$ cat config.mk
export PLATFORM = sky130hd
export DESIGN_NAME = ucsfll_top
export DESIGN_NICKNAME = d
export VERILOG_FILES = /design/src/ucsfll_pkg.sv /design/src/ucsfll_top.sv
export VERILOG_INCLUDE_DIRS = /design/src
export SDC_FILE = /design/constraint.sdc
export NUM_CORES = 1
export LEC_CHECK = 0
export BUFFER_PORTS_ARGS = -buffer_cell sky130_fd_sc_hd__buf_2
export CORE_MARGIN = 2
export CORE_UTILIZATION = 35
export CTS_CLUSTER_SIZE = 12
export DETAILED_ROUTE_END_ITERATION = 7
export PLACE_DENSITY = 0.59
export SYNTH_ARGS = -nofsm -noshare
export SYNTH_HDL_FRONTEND = slang
export SYNTH_SLANG_ARGS = --single-unit
export TNS_END_PERCENT = 10
$ cat constraint.sdc
create_clock -name clk -period 3.25 [get_ports clk]
set_clock_uncertainty 0.2 [all_clocks]
set_input_delay 0.325 -clock clk [delete_from_list [all_inputs] [get_ports clk]]
set_output_delay 0.325 -clock clk [all_outputs]
set_load 0.01 [all_outputs]
$ cat src/ucsfll_regs.svh
// Constants of the clock system: loop timing, source codes, field widths.
// Assumes inclusion by its bare name from the package and the design file.
`ifndef UCSFLL_REGS_SVH
`define UCSFLL_REGS_SVH
`define UCSFLL_TAP_W 5
`define UCSFLL_MOD_W 5
`define UCSFLL_CNT_W 16
`define UCSFLL_SEL_W 3
`define UCSFLL_TAP_RST 5'h0F
`define UCSFLL_MOD_RST 5'h00
`define UCSFLL_MULT_RST 16'h0020
`define UCSFLL_SRC_CRY1 3'h0
`define UCSFLL_SRC_OSC 3'h3
`define UCSFLL_SRC_CRY2 3'h5
`define UCSFLL_CAPTURE_PERIODS 2'h2
`define UCSFLL_APPLY_PERIODS 2'h1
`endif

$ cat src/ucsfll_pkg.sv
// Types of the clock system block.
// Assumes the constants header is on the include path.
`include "ucsfll_regs.svh"
package ucsfll_pkg;
    typedef enum logic [1:0] {
        UCSFLL_IDLE = 2'b00,
        UCSFLL_ARM = 2'b01,
        UCSFLL_CAPT = 2'b10,
        UCSFLL_APPLY = 2'b11
    } ucsfll_state_t;
    typedef struct packed {
        logic [2:0] ref_sync;
        ucsfll_state_t fsm;
        logic [`UCSFLL_CNT_W-1:0] count;
        logic [`UCSFLL_CNT_W-1:0] measured;
        logic [`UCSFLL_TAP_W-1:0] tap;
        logic [`UCSFLL_MOD_W-1:0] modu;
        logic [`UCSFLL_SEL_W-1:0] sel_m;
        logic [`UCSFLL_SEL_W-1:0] sel_s;
        logic [`UCSFLL_SEL_W-1:0] sel_a;
        logic cry1_fault;
        logic cry2_fault;
        logic osc_fault;
        logic fault_any;
        logic nmi;
        logic low_current;
        logic loop_on;
    } ucsfll_state_s_t;
endpackage

$ cat src/ucsfll_top.sv
// Clock system: frequency lock loop, source selection, fault flags, deep-sleep gate.
// Assumes oscillator ticks arrive as same-clock pulses; reference is a pin.
`timescale 1ns/1ns
`default_nettype none
`include "ucsfll_regs.svh"
module ucsfll_top (
    input wire logic clk,
    input wire logic resetn,
    input wire logic ref_clk_pin,
    input wire logic osc_tick,
    input wire logic [`UCSFLL_CNT_W-1:0] loop_multiplier,
    input wire logic low_power_level_zero,
    input wire logic low_power_level_two_up,
    input wire logic low_power_level_four,
    input wire logic sysclk_gen1_off,
    input wire logic crystal_one_bypass_bit,
    input wire logic crystal_one_hf_mode,
    input wire logic crystal_two_bypass_on,
    input wire logic sel_write,
    input wire logic [`UCSFLL_SEL_W-1:0] main_clk_source_sel,
    input wire logic [`UCSFLL_SEL_W-1:0] sub_clk_source_sel,
    input wire logic [`UCSFLL_SEL_W-1:0] aux_clk_source_sel,
    input wire logic crystal_input_one_ok,
    input wire logic crystal_input_two_ok,
    input wire logic osc_fault_in,
    input wire logic fault_clear,
    input wire logic osc_fault_irq_en,
    output logic [`UCSFLL_TAP_W-1:0] osc_tap_field,
    output logic [`UCSFLL_MOD_W-1:0] osc_modulation_field,
    output logic [`UCSFLL_SEL_W-1:0] main_clk_route,
    output logic [`UCSFLL_SEL_W-1:0] sub_clk_route,
    output logic [`UCSFLL_SEL_W-1:0] aux_clk_route,
    output logic crystal_one_fault_flag,
    output logic crystal_two_fault_flag,
    output logic osc_fault_flag,
    output logic nmi_req,
    output logic power_manager_low_current,
    output logic loop_enabled
);
    import ucsfll_pkg::*;

    ucsfll_state_s_t r;
    ucsfll_state_s_t next_r;
    logic ref_rise;
    logic osc_used;
    logic loop_allow;
    logic sel_changed;
    logic bypass_busy;
    logic [`UCSFLL_TAP_W+`UCSFLL_MOD_W-1:0] trim;

    always_comb begin
        // Bit 0 is the first synchroniser stage; bits 1 and 2 feed the edge detect
        ref_rise = r.ref_sync[1] & ~r.ref_sync[2];
        osc_used = (r.sel_a == `UCSFLL_SRC_OSC) || (r.sel_s == `UCSFLL_SRC_OSC);
        loop_allow = ~((low_power_level_zero & ~osc_used) |
            (low_power_level_two_up & sysclk_gen1_off));
        sel_changed = sel_write & ((main_clk_source_sel != r.sel_m) |
            (sub_clk_source_sel != r.sel_s) | (aux_clk_source_sel != r.sel_a));
        // Bit low means bypass off
        bypass_busy = (crystal_one_bypass_bit & crystal_one_hf_mode) | crystal_two_bypass_on;
        trim = {r.tap, r.modu};
        next_r = r;
        next_r.ref_sync = {r.ref_sync[1:0], ref_clk_pin};
        next_r.loop_on = loop_allow;
        case (r.fsm)
            UCSFLL_IDLE: begin
                // No settle delay on enable, so short bursts drift
                if (loop_allow) begin
                    next_r.fsm = UCSFLL_ARM;
                end
            end
            UCSFLL_ARM: begin
                next_r.count = '0;
                if (ref_rise) begin
                    next_r.fsm = UCSFLL_CAPT;
                end
            end
            UCSFLL_CAPT: begin
                if (osc_tick) begin
                    next_r.count = r.count + 16'h0001;
                end
                if (ref_rise) begin
                    next_r.measured = r.count;
                    next_r.fsm = UCSFLL_APPLY;
                end
            end
            UCSFLL_APPLY: begin
                // Apply in the period after the capture
                // Saturate, so a lost reference cannot wrap the trim
                if (ref_rise) begin
                    if (r.measured < loop_multiplier && trim != '1) begin
                        trim = trim + 10'h001;
                    end else if (r.measured > loop_multiplier && trim != '0) begin
                        trim = trim - 10'h001;
                    end
                    next_r.tap = trim[`UCSFLL_TAP_W+`UCSFLL_MOD_W-1:`UCSFLL_MOD_W];
                    next_r.modu = trim[`UCSFLL_MOD_W-1:0];
                    next_r.count = '0;
                    next_r.fsm = UCSFLL_CAPT;
                end
            end
            default: begin
                next_r.fsm = UCSFLL_IDLE;
            end
        endcase
        if (!loop_allow) begin
            next_r.fsm = UCSFLL_IDLE;
        end
        if (sel_write) begin
            next_r.sel_m = main_clk_source_sel;
            next_r.sel_s = sub_clk_source_sel;
            next_r.sel_a = aux_clk_source_sel;
        end
        // Clear first and set after it, so an event in the clear cycle is kept
        if (fault_clear) begin
            next_r.cry1_fault = 1'b0;
            next_r.cry2_fault = 1'b0;
            next_r.osc_fault = 1'b0;
        end
        // Spurious request on any select change while that crystal input is not ok
        if (sel_changed & ~crystal_input_one_ok) begin
            next_r.cry1_fault = 1'b1;
        end
        if (sel_changed & ~crystal_input_two_ok) begin
            next_r.cry2_fault = 1'b1;
        end
        if (osc_fault_in) begin
            next_r.osc_fault = 1'b1;
        end
        next_r.fault_any = next_r.cry1_fault | next_r.cry2_fault |
            next_r.osc_fault;
        // Request follows the flag in the same cycle, not one later
        next_r.nmi = next_r.fault_any & osc_fault_irq_en;
        // Registered, so the power manager never sees a glitch
        next_r.low_current = low_power_level_four & ~bypass_busy;
    end

    always_ff @(posedge clk) begin
        if (!resetn) begin
            r <= '0;
            r.tap <= `UCSFLL_TAP_RST;
            r.modu <= `UCSFLL_MOD_RST;
            r.sel_m <= `UCSFLL_SRC_OSC;
            r.sel_s <= `UCSFLL_SRC_OSC;
            r.sel_a <= `UCSFLL_SRC_CRY1;
            r.fsm <= UCSFLL_IDLE;
        end else begin
            r <= next_r;
        end
    end

    assign osc_tap_field = r.tap;
    assign osc_modulation_field = r.modu;
    assign main_clk_route = r.sel_m;
    assign sub_clk_route = r.sel_s;
    assign aux_clk_route = r.sel_a;
    assign crystal_one_fault_flag = r.cry1_fault;
    assign crystal_two_fault_flag = r.cry2_fault;
    assign osc_fault_flag = r.fault_any;
    assign nmi_req = r.nmi;
    assign power_manager_low_current = r.low_current;
    assign loop_enabled = r.loop_on;

    a_loop_held_off: assert property (@(posedge clk) disable iff (!resetn)
        (low_power_level_two_up & sysclk_gen1_off) |=> (r.fsm == UCSFLL_IDLE && !loop_enabled))
        else $error("loop ran while held off");
    a_light_sleep_hold: assert property (@(posedge clk) disable iff (!resetn)
        (low_power_level_zero && !osc_used) |=> !loop_enabled)
        else $error("loop ran in light sleep with oscillator unused");
    // Reset reloads the trim, so the edge after a reset is no apply step
    a_trim_only_apply: assert property (@(posedge clk) disable iff (!resetn)
        $past(resetn) && ($changed(osc_tap_field) || $changed(osc_modulation_field)) |->
        $past(r.fsm) == UCSFLL_APPLY)
        else $error("trim changed outside apply");
    a_trim_one_step: assert property (@(posedge clk) disable iff (!resetn)
        $past(resetn) && $changed({r.tap, r.modu}) |->
        ({r.tap, r.modu} == $past({r.tap, r.modu}) + 10'h001) ||
        ({r.tap, r.modu} == $past({r.tap, r.modu}) - 10'h001))
        else $error("trim moved by more than one step");
    a_capture_on_edge: assert property (@(posedge clk) disable iff (!resetn)
        (r.fsm == UCSFLL_ARM && ref_rise && loop_allow) |=> r.fsm == UCSFLL_CAPT && r.count == 0)
        else $error("capture did not start on reference edge");
    a_enable_at_once: assert property (@(posedge clk) disable iff (!resetn)
        (r.fsm == UCSFLL_IDLE && loop_allow) |=> r.fsm == UCSFLL_ARM)
        else $error("loop did not start at once");
    a_deep_bypass: assert property (@(posedge clk) disable iff (!resetn)
        (crystal_two_bypass_on) |=> !power_manager_low_current)
        else $error("low current while bypass active");
    a_bypass_one: assert property (@(posedge clk) disable iff (!resetn)
        (crystal_one_bypass_bit & crystal_one_hf_mode) |=> !power_manager_low_current)
        else $error("low current while first crystal bypass active");
    a_deep_gate: assert property (@(posedge clk) disable iff (!resetn)
        power_manager_low_current |-> $past(low_power_level_four))
        else $error("low current without deep sleep request");
    a_bypass_off: assert property (@(posedge clk) disable iff (!resetn)
        (low_power_level_four & ~crystal_one_bypass_bit & ~crystal_two_bypass_on)
        |=> power_manager_low_current)
        else $error("low current refused with bypass off");
    a_sel_fault: assert property (@(posedge clk) disable iff (!resetn)
        (sel_changed & ~crystal_input_one_ok) |=>
        crystal_one_fault_flag && (nmi_req || !$past(osc_fault_irq_en)))
        else $error("select change did not flag absent crystal");
    a_two_fault: assert property (@(posedge clk) disable iff (!resetn)
        (sel_changed & ~crystal_input_two_ok) |=> crystal_two_fault_flag)
        else $error("select change did not flag absent second crystal");
    a_route_follow: assert property (@(posedge clk) disable iff (!resetn)
        sel_write |=> main_clk_route == $past(main_clk_source_sel))
        else $error("main clock not routed");
    a_nmi_follows: assert property (@(posedge clk) disable iff (!resetn)
        (osc_fault_flag & osc_fault_irq_en) |-> nmi_req || $past(!osc_fault_irq_en))
        else $error("fault flag without interrupt");
    a_nmi_masked: assert property (@(posedge clk) disable iff (!resetn)
        !osc_fault_irq_en |=> !nmi_req)
        else $error("interrupt raised while disabled");
    a_flags_sticky: assert property (@(posedge clk) disable iff (!resetn)
        (crystal_two_fault_flag & !fault_clear) |=> crystal_two_fault_flag)
        else $error("fault flag dropped without clear");
    a_combined_or: assert property (@(posedge clk) disable iff (!resetn)
        osc_fault_flag == (crystal_one_fault_flag | crystal_two_fault_flag | r.osc_fault))
        else $error("combined fault flag wrong");
endmodule
`default_nettype wire
# Word-level counts from Yosys, hierarchy flattened
# Index checks and enable logic that the tools add are counted.
# Widths: inputs -> output; s select.
# totals
reg_bits	63
elab_cells	80
input_bits	42
# op_classes
muxes	12
reduce_logical	12
n_addsub	3
eq_ne	13
bitwise	22
n_lt_le_gt_ge	2
# op_table
op	count
$pmux 16 s3	1
$mux 10	2
$mux 18	1
$add 16x1->16 const B	1
$gt 16x16->1	1
$lt 16x16->1	1
$mux 16	1
$add 10x1->10 const B	1
$ne 10x10->1 const B	1
$reduce_bool 10->1	1
$sub 10x1->10 const B	1
$and 1x1->1	9
$ne 3x3->1	3
$reduce_and 3->1	3
$ne 2x2->1 const B	4
$pmux 2 s4	1
$not 1->1	7
$eq 3x2->1 const B	2
$or 1x1->1	6
$eq 2x2->1 const B	2
$mux 2	2
$mux 1	3
$mux 3	1
$reduce_bool 3->1	1
other kinds (7)	8

# Logic depth before layout (Yosys ltp)
# depth
ltp_word	9
mapped_depth	16

# Least setup slack after synthesis
# Ideal clock, no wire load.
# synth_path
kind	in2reg
start	input loop_multiplier[15]
end	register r (netlist bit osc_tap_field[4])
stages	16
arrival_time_ps	3298
setup_slack_ps	-320
path_buffers	1
path_cell_list	inv_1 -> ha_1 -> nand4_2 -> nor4_2 -> a21boi_1 -> a2111o_1 -> or2_2 -> ha_1 -> clkbuf_1 -> a211oi_1 -> nor3_1 -> nor2_1 -> nand2_1 -> a21oi_1 -> mux2i_4 -> mux2i_1
# synth_between
elab_chain_cells	4
word_cells_on_any_way	7
cone_classes	order compare (2); mux (1); reduce/logical (4)
# synth_rtl
item	line_no	source
start, declared	ucsfll_top.sv:11	input wire logic [`UCSFLL_CNT_W-1:0] loop_multiplier,
$lt 16x16->1 / $gt 16x16->1 (equally long branches)	ucsfll_top.sv:91, ucsfll_top.sv:93	
$logic_and 1x1->1, on equally long branches	ucsfll_top.sv:91, ucsfll_top.sv:93	
$reduce_bool 2->1 (no source line)	--	
$reduce_and 3->1 (no source line)	--	
end signal, assigned	ucsfll_top.sv:148	r <= next_r;
end, declared	ucsfll_top.sv:42	ucsfll_state_s_t r;
# Parallel ways exist; a longest one is shown, timed or not.
# A chain may end at the register's enable or synchronous reset.

# Final worst setup path
# layout_path
start	register r[31] (netlist bit)
end	register r (netlist bit osc_tap_field[4])
# layout_between
elab_chain_cells	4
word_cells_on_any_way	7
cone_classes	order compare (2); mux (1); reduce/logical (4)
# layout_rtl
item	line_no
$lt 16x16->1 / $gt 16x16->1 (equally long branches)	ucsfll_top.sv:91, ucsfll_top.sv:93
$logic_and 1x1->1, on equally long branches	ucsfll_top.sv:91, ucsfll_top.sv:93
$reduce_bool 2->1 (no source line)	--
$reduce_and 3->1 (no source line)	--
# Parallel ways exist; a longest one is shown, timed or not.

==> out/qor.yml <==
cts:
  cts_tree: "yes"
  insertion_delay_ns: 0.33
  cts-root-buf: "clkbuf_8"
  clock-sinks: 63
  cts_buffers: 9
  cts.path.max_buffers: 2
  clk_pin_slew_ns: 0.07
  ctsHtreeMaxLevel: 3
run_status:
  status: "finished, violations left"
  violations: "negative setup slack"
die:
  fp-row-count: 36
  start_util: 0.362
  core_um2: 9820
  die_area_um2: 11000
  die_w_um: 105
  die_h_um: 105
  pin_count: 67
worst_setup_path:
  crit_chain: "ha_1 -> a21oi_1 -> o21ai_0 -> a2111o_1 -> or2_4 -> ha_4 -> a211oi_2 -> nor3_1 -> nor2_1 -> nand2_1 -> a21oi_2 -> mux2i_4 -> mux2i_1"
  criticalPathCategory: "flop to flop"
  endpoint_kind: "flop"
  regToRegSetupSlack_ns: -0.04
  critical-path-max-stage-delay_ns: 0.44
  cp_max_fo: 8
  start_kind: "flop"
  crit_slowest_cell: "a2111o_1"
  required_ns: 3.31
  crit_arrival_ns: 3.35
synth:
  synth_seq_cells: 63
  syn_nets: 482
  ys_warn_count: 0
  synthArstFlopShare: 0
  avgSynthCellArea_um2: 8.59
  ys_seq_area_frac: 0.355
  synth_edf_count: 0
  synth-main-ff-cell: "dfxtp_1"
  synth.distinct_cells: 50
  syn_area_um2: 3550
  synth_cells: 414
final_layout:
  final_cell_count_no_fill: 626
  layout_common_cells: "buf_2, nand2_1, dfxtp_1"
  area_growth_pct: 25.8
  final_common_cell: "buf_2"
  nNetsFinal: 558
  fill_cells: 999
  fin_area_um2: 4470
  drive_above_1_share: 0.290
  n_antenna_cell: 0
drt:
  vias: 2957
  antenna_left: 0
  viasPerCell: 4.72
  finalWirelength_mm: 7.77
  dr.pass1.iters: 4
  drt_iter0_drc: 71
  drc_errors: 0
  routedWlPerCell_um: 12.4
power_and_ir_drop:
  totalPowerFinal_w: 0.00148
  cellPowerDensity_nw_per_um2: 331
  peakVddDrop_v: 0.000221
  leakage_nw: 1.92
timing:
  fin_crit_ns: 3.29
  tightest_slew_ns: 0.813
  hold_ws_ns: 0.0186
  hold_viol_final: 0
  rsz0062_at_grt: "yes"
  slew_violations: 0
  setup_slack_ns: -0.0398
  max_slew_margin: 0.458
  period_share: 1.01
  finalSetupViolations: 2
  max_freq_mhz: 304
global_route:
  grt_use_total: 0.148
  grt_overflow: 0
  antenna_found_initial: 0
  grt_max_degree: 51
  grt_first_pass_wirelength_mm: 13.4
  grt_pass1_vias: 2866
placed_design:
  post-place-ws_ns: -0.384
  place_hpwl_mm: 5.54
  placement.io_buffers: 66
  placed_area_um2: 4000
  routabilityCongestion: 0.878
  dp_cells: 597
flow_run:
  drv_cap: 0
worst_hold_path:
  hold_path.class: "input pin to flop"
## routing by layer
layer  share of wire  GRT usage  up-vias
li1                -          -     1550
met1            0.48      0.189     1347
met2            0.48      0.246       53
met3           0.036     0.0306        7
met4          0.0093     0.0571        0
met5               0          0        -
## final cells by class
cell class                 count  area [µm²]  share of cell area
inverter                      28         105              0.0235
multi-input combinational    291        2220               0.495
sequential                    63        1260               0.283
clock inverter                 2        10.0             0.00224
timing repair buffer          97         576               0.129
clock buffer                  12         135              0.0302
tap                          133         166              0.0372
## path summary, 6_finish.rpt
kind                         from                      to  depth (start not counted)
max                         r[31]        osc_tap_field[4]                         13
min          crystal_input_one_ok  crystal_one_fault_flag                          2
max reg2reg                 r[31]        osc_tap_field[4]                         13
min reg2reg            next_r[61]              next_r[62]                          1
## cell usage after synthesis (2+ instances only)
cell type	count	share of area
dfxtp_1	63	0.35
nand2_1	63	0.067
inv_1	28	0.030
ha_1	25	0.088
nor2_1	21	0.022
buf_4	19	0.040
xor2_1	17	0.042
a21boi_0	15	0.032
a21oi_1	15	0.021
mux2i_1	14	0.039
o21ai_0	14	0.020
nand3_1	12	0.017
nand4_1	11	0.019
nor2b_1	11	0.019
xnor2_1	11	0.027
clkbuf_1	9	0.0095
and2_1	7	0.012
and3_1	5	0.0088
nor3_1	5	0.0070
nor4_1	4	0.0070
o211ai_1	3	0.0063
o21a_1	3	0.0063
o311ai_1	3	0.0074
or3_1	3	0.0053
a211oi_1	2	0.0042
a21boi_1	2	0.0042
and4_1	2	0.0049
buf_6	2	0.0063
nand2b_1	2	0.0035
nand4_2	2	0.0070
o41ai_1	2	0.0049
## critical path: cells and delay by family, from the launching register on
family          cells  cell delay [ns]
simple gates        4             0.59
fa+ha+maj           2             0.58
flops               1             0.32
mux                 2             0.44
compound gates      5             1.09
## sequential cells by signal, indices dropped and copies added (netlist names)
signal,cells
osc_modulation_field,5
r,36
osc_fault_flag,1
aux_clk_route,3
main_clk_route,3
next_r,2
nmi_req,1
power_manager_low_current,1
sub_clk_route,3
loop_enabled,1
crystal_two_fault_flag,1
osc_tap_field,5
crystal_one_fault_flag,1
## timing repair
action                                  4_1_cts  5_1_grt
hold endpoints to repair                      4        0
resized for setup                            23        6
pin swaps                                    14        0
buffers inserted                             10        0
hold buffers                                  5        0
endpoints found under the setup margin        5        8
## per-stage QoR
stage,TNS [ns],utilization
finish,-0.0478,0.456
global route,-0.571,0.456
CTS,-0.0523,0.453
detailed placement,-1.39,0.407
global placement,-0.969,0.407
floorplan,0,-
## power breakdown
part           internal (W)  total, W  switching (W)  leakage [nW]
sequential         0.000788  0.000800      0.0000122         0.514
clock              0.000266  0.000541       0.000275        0.0761
combinational     0.0000668  0.000137      0.0000701          1.33
total               0.00112   0.00148       0.000357          1.92
## logic make-up (layout without fill, tap and decap cells)
logic type,Yosys count,after routing,synth area share
compound gates,67,67,0.129
xor+xnor,28,28,0.0690
fa+ha+maj,26,26,0.0936
buf+inv,60,139,0.0880
flops,63,63,0.355
mux,15,15,0.0458
simple gates,155,155,0.220
No activity file was read; power rests on OpenSTA's default activity.
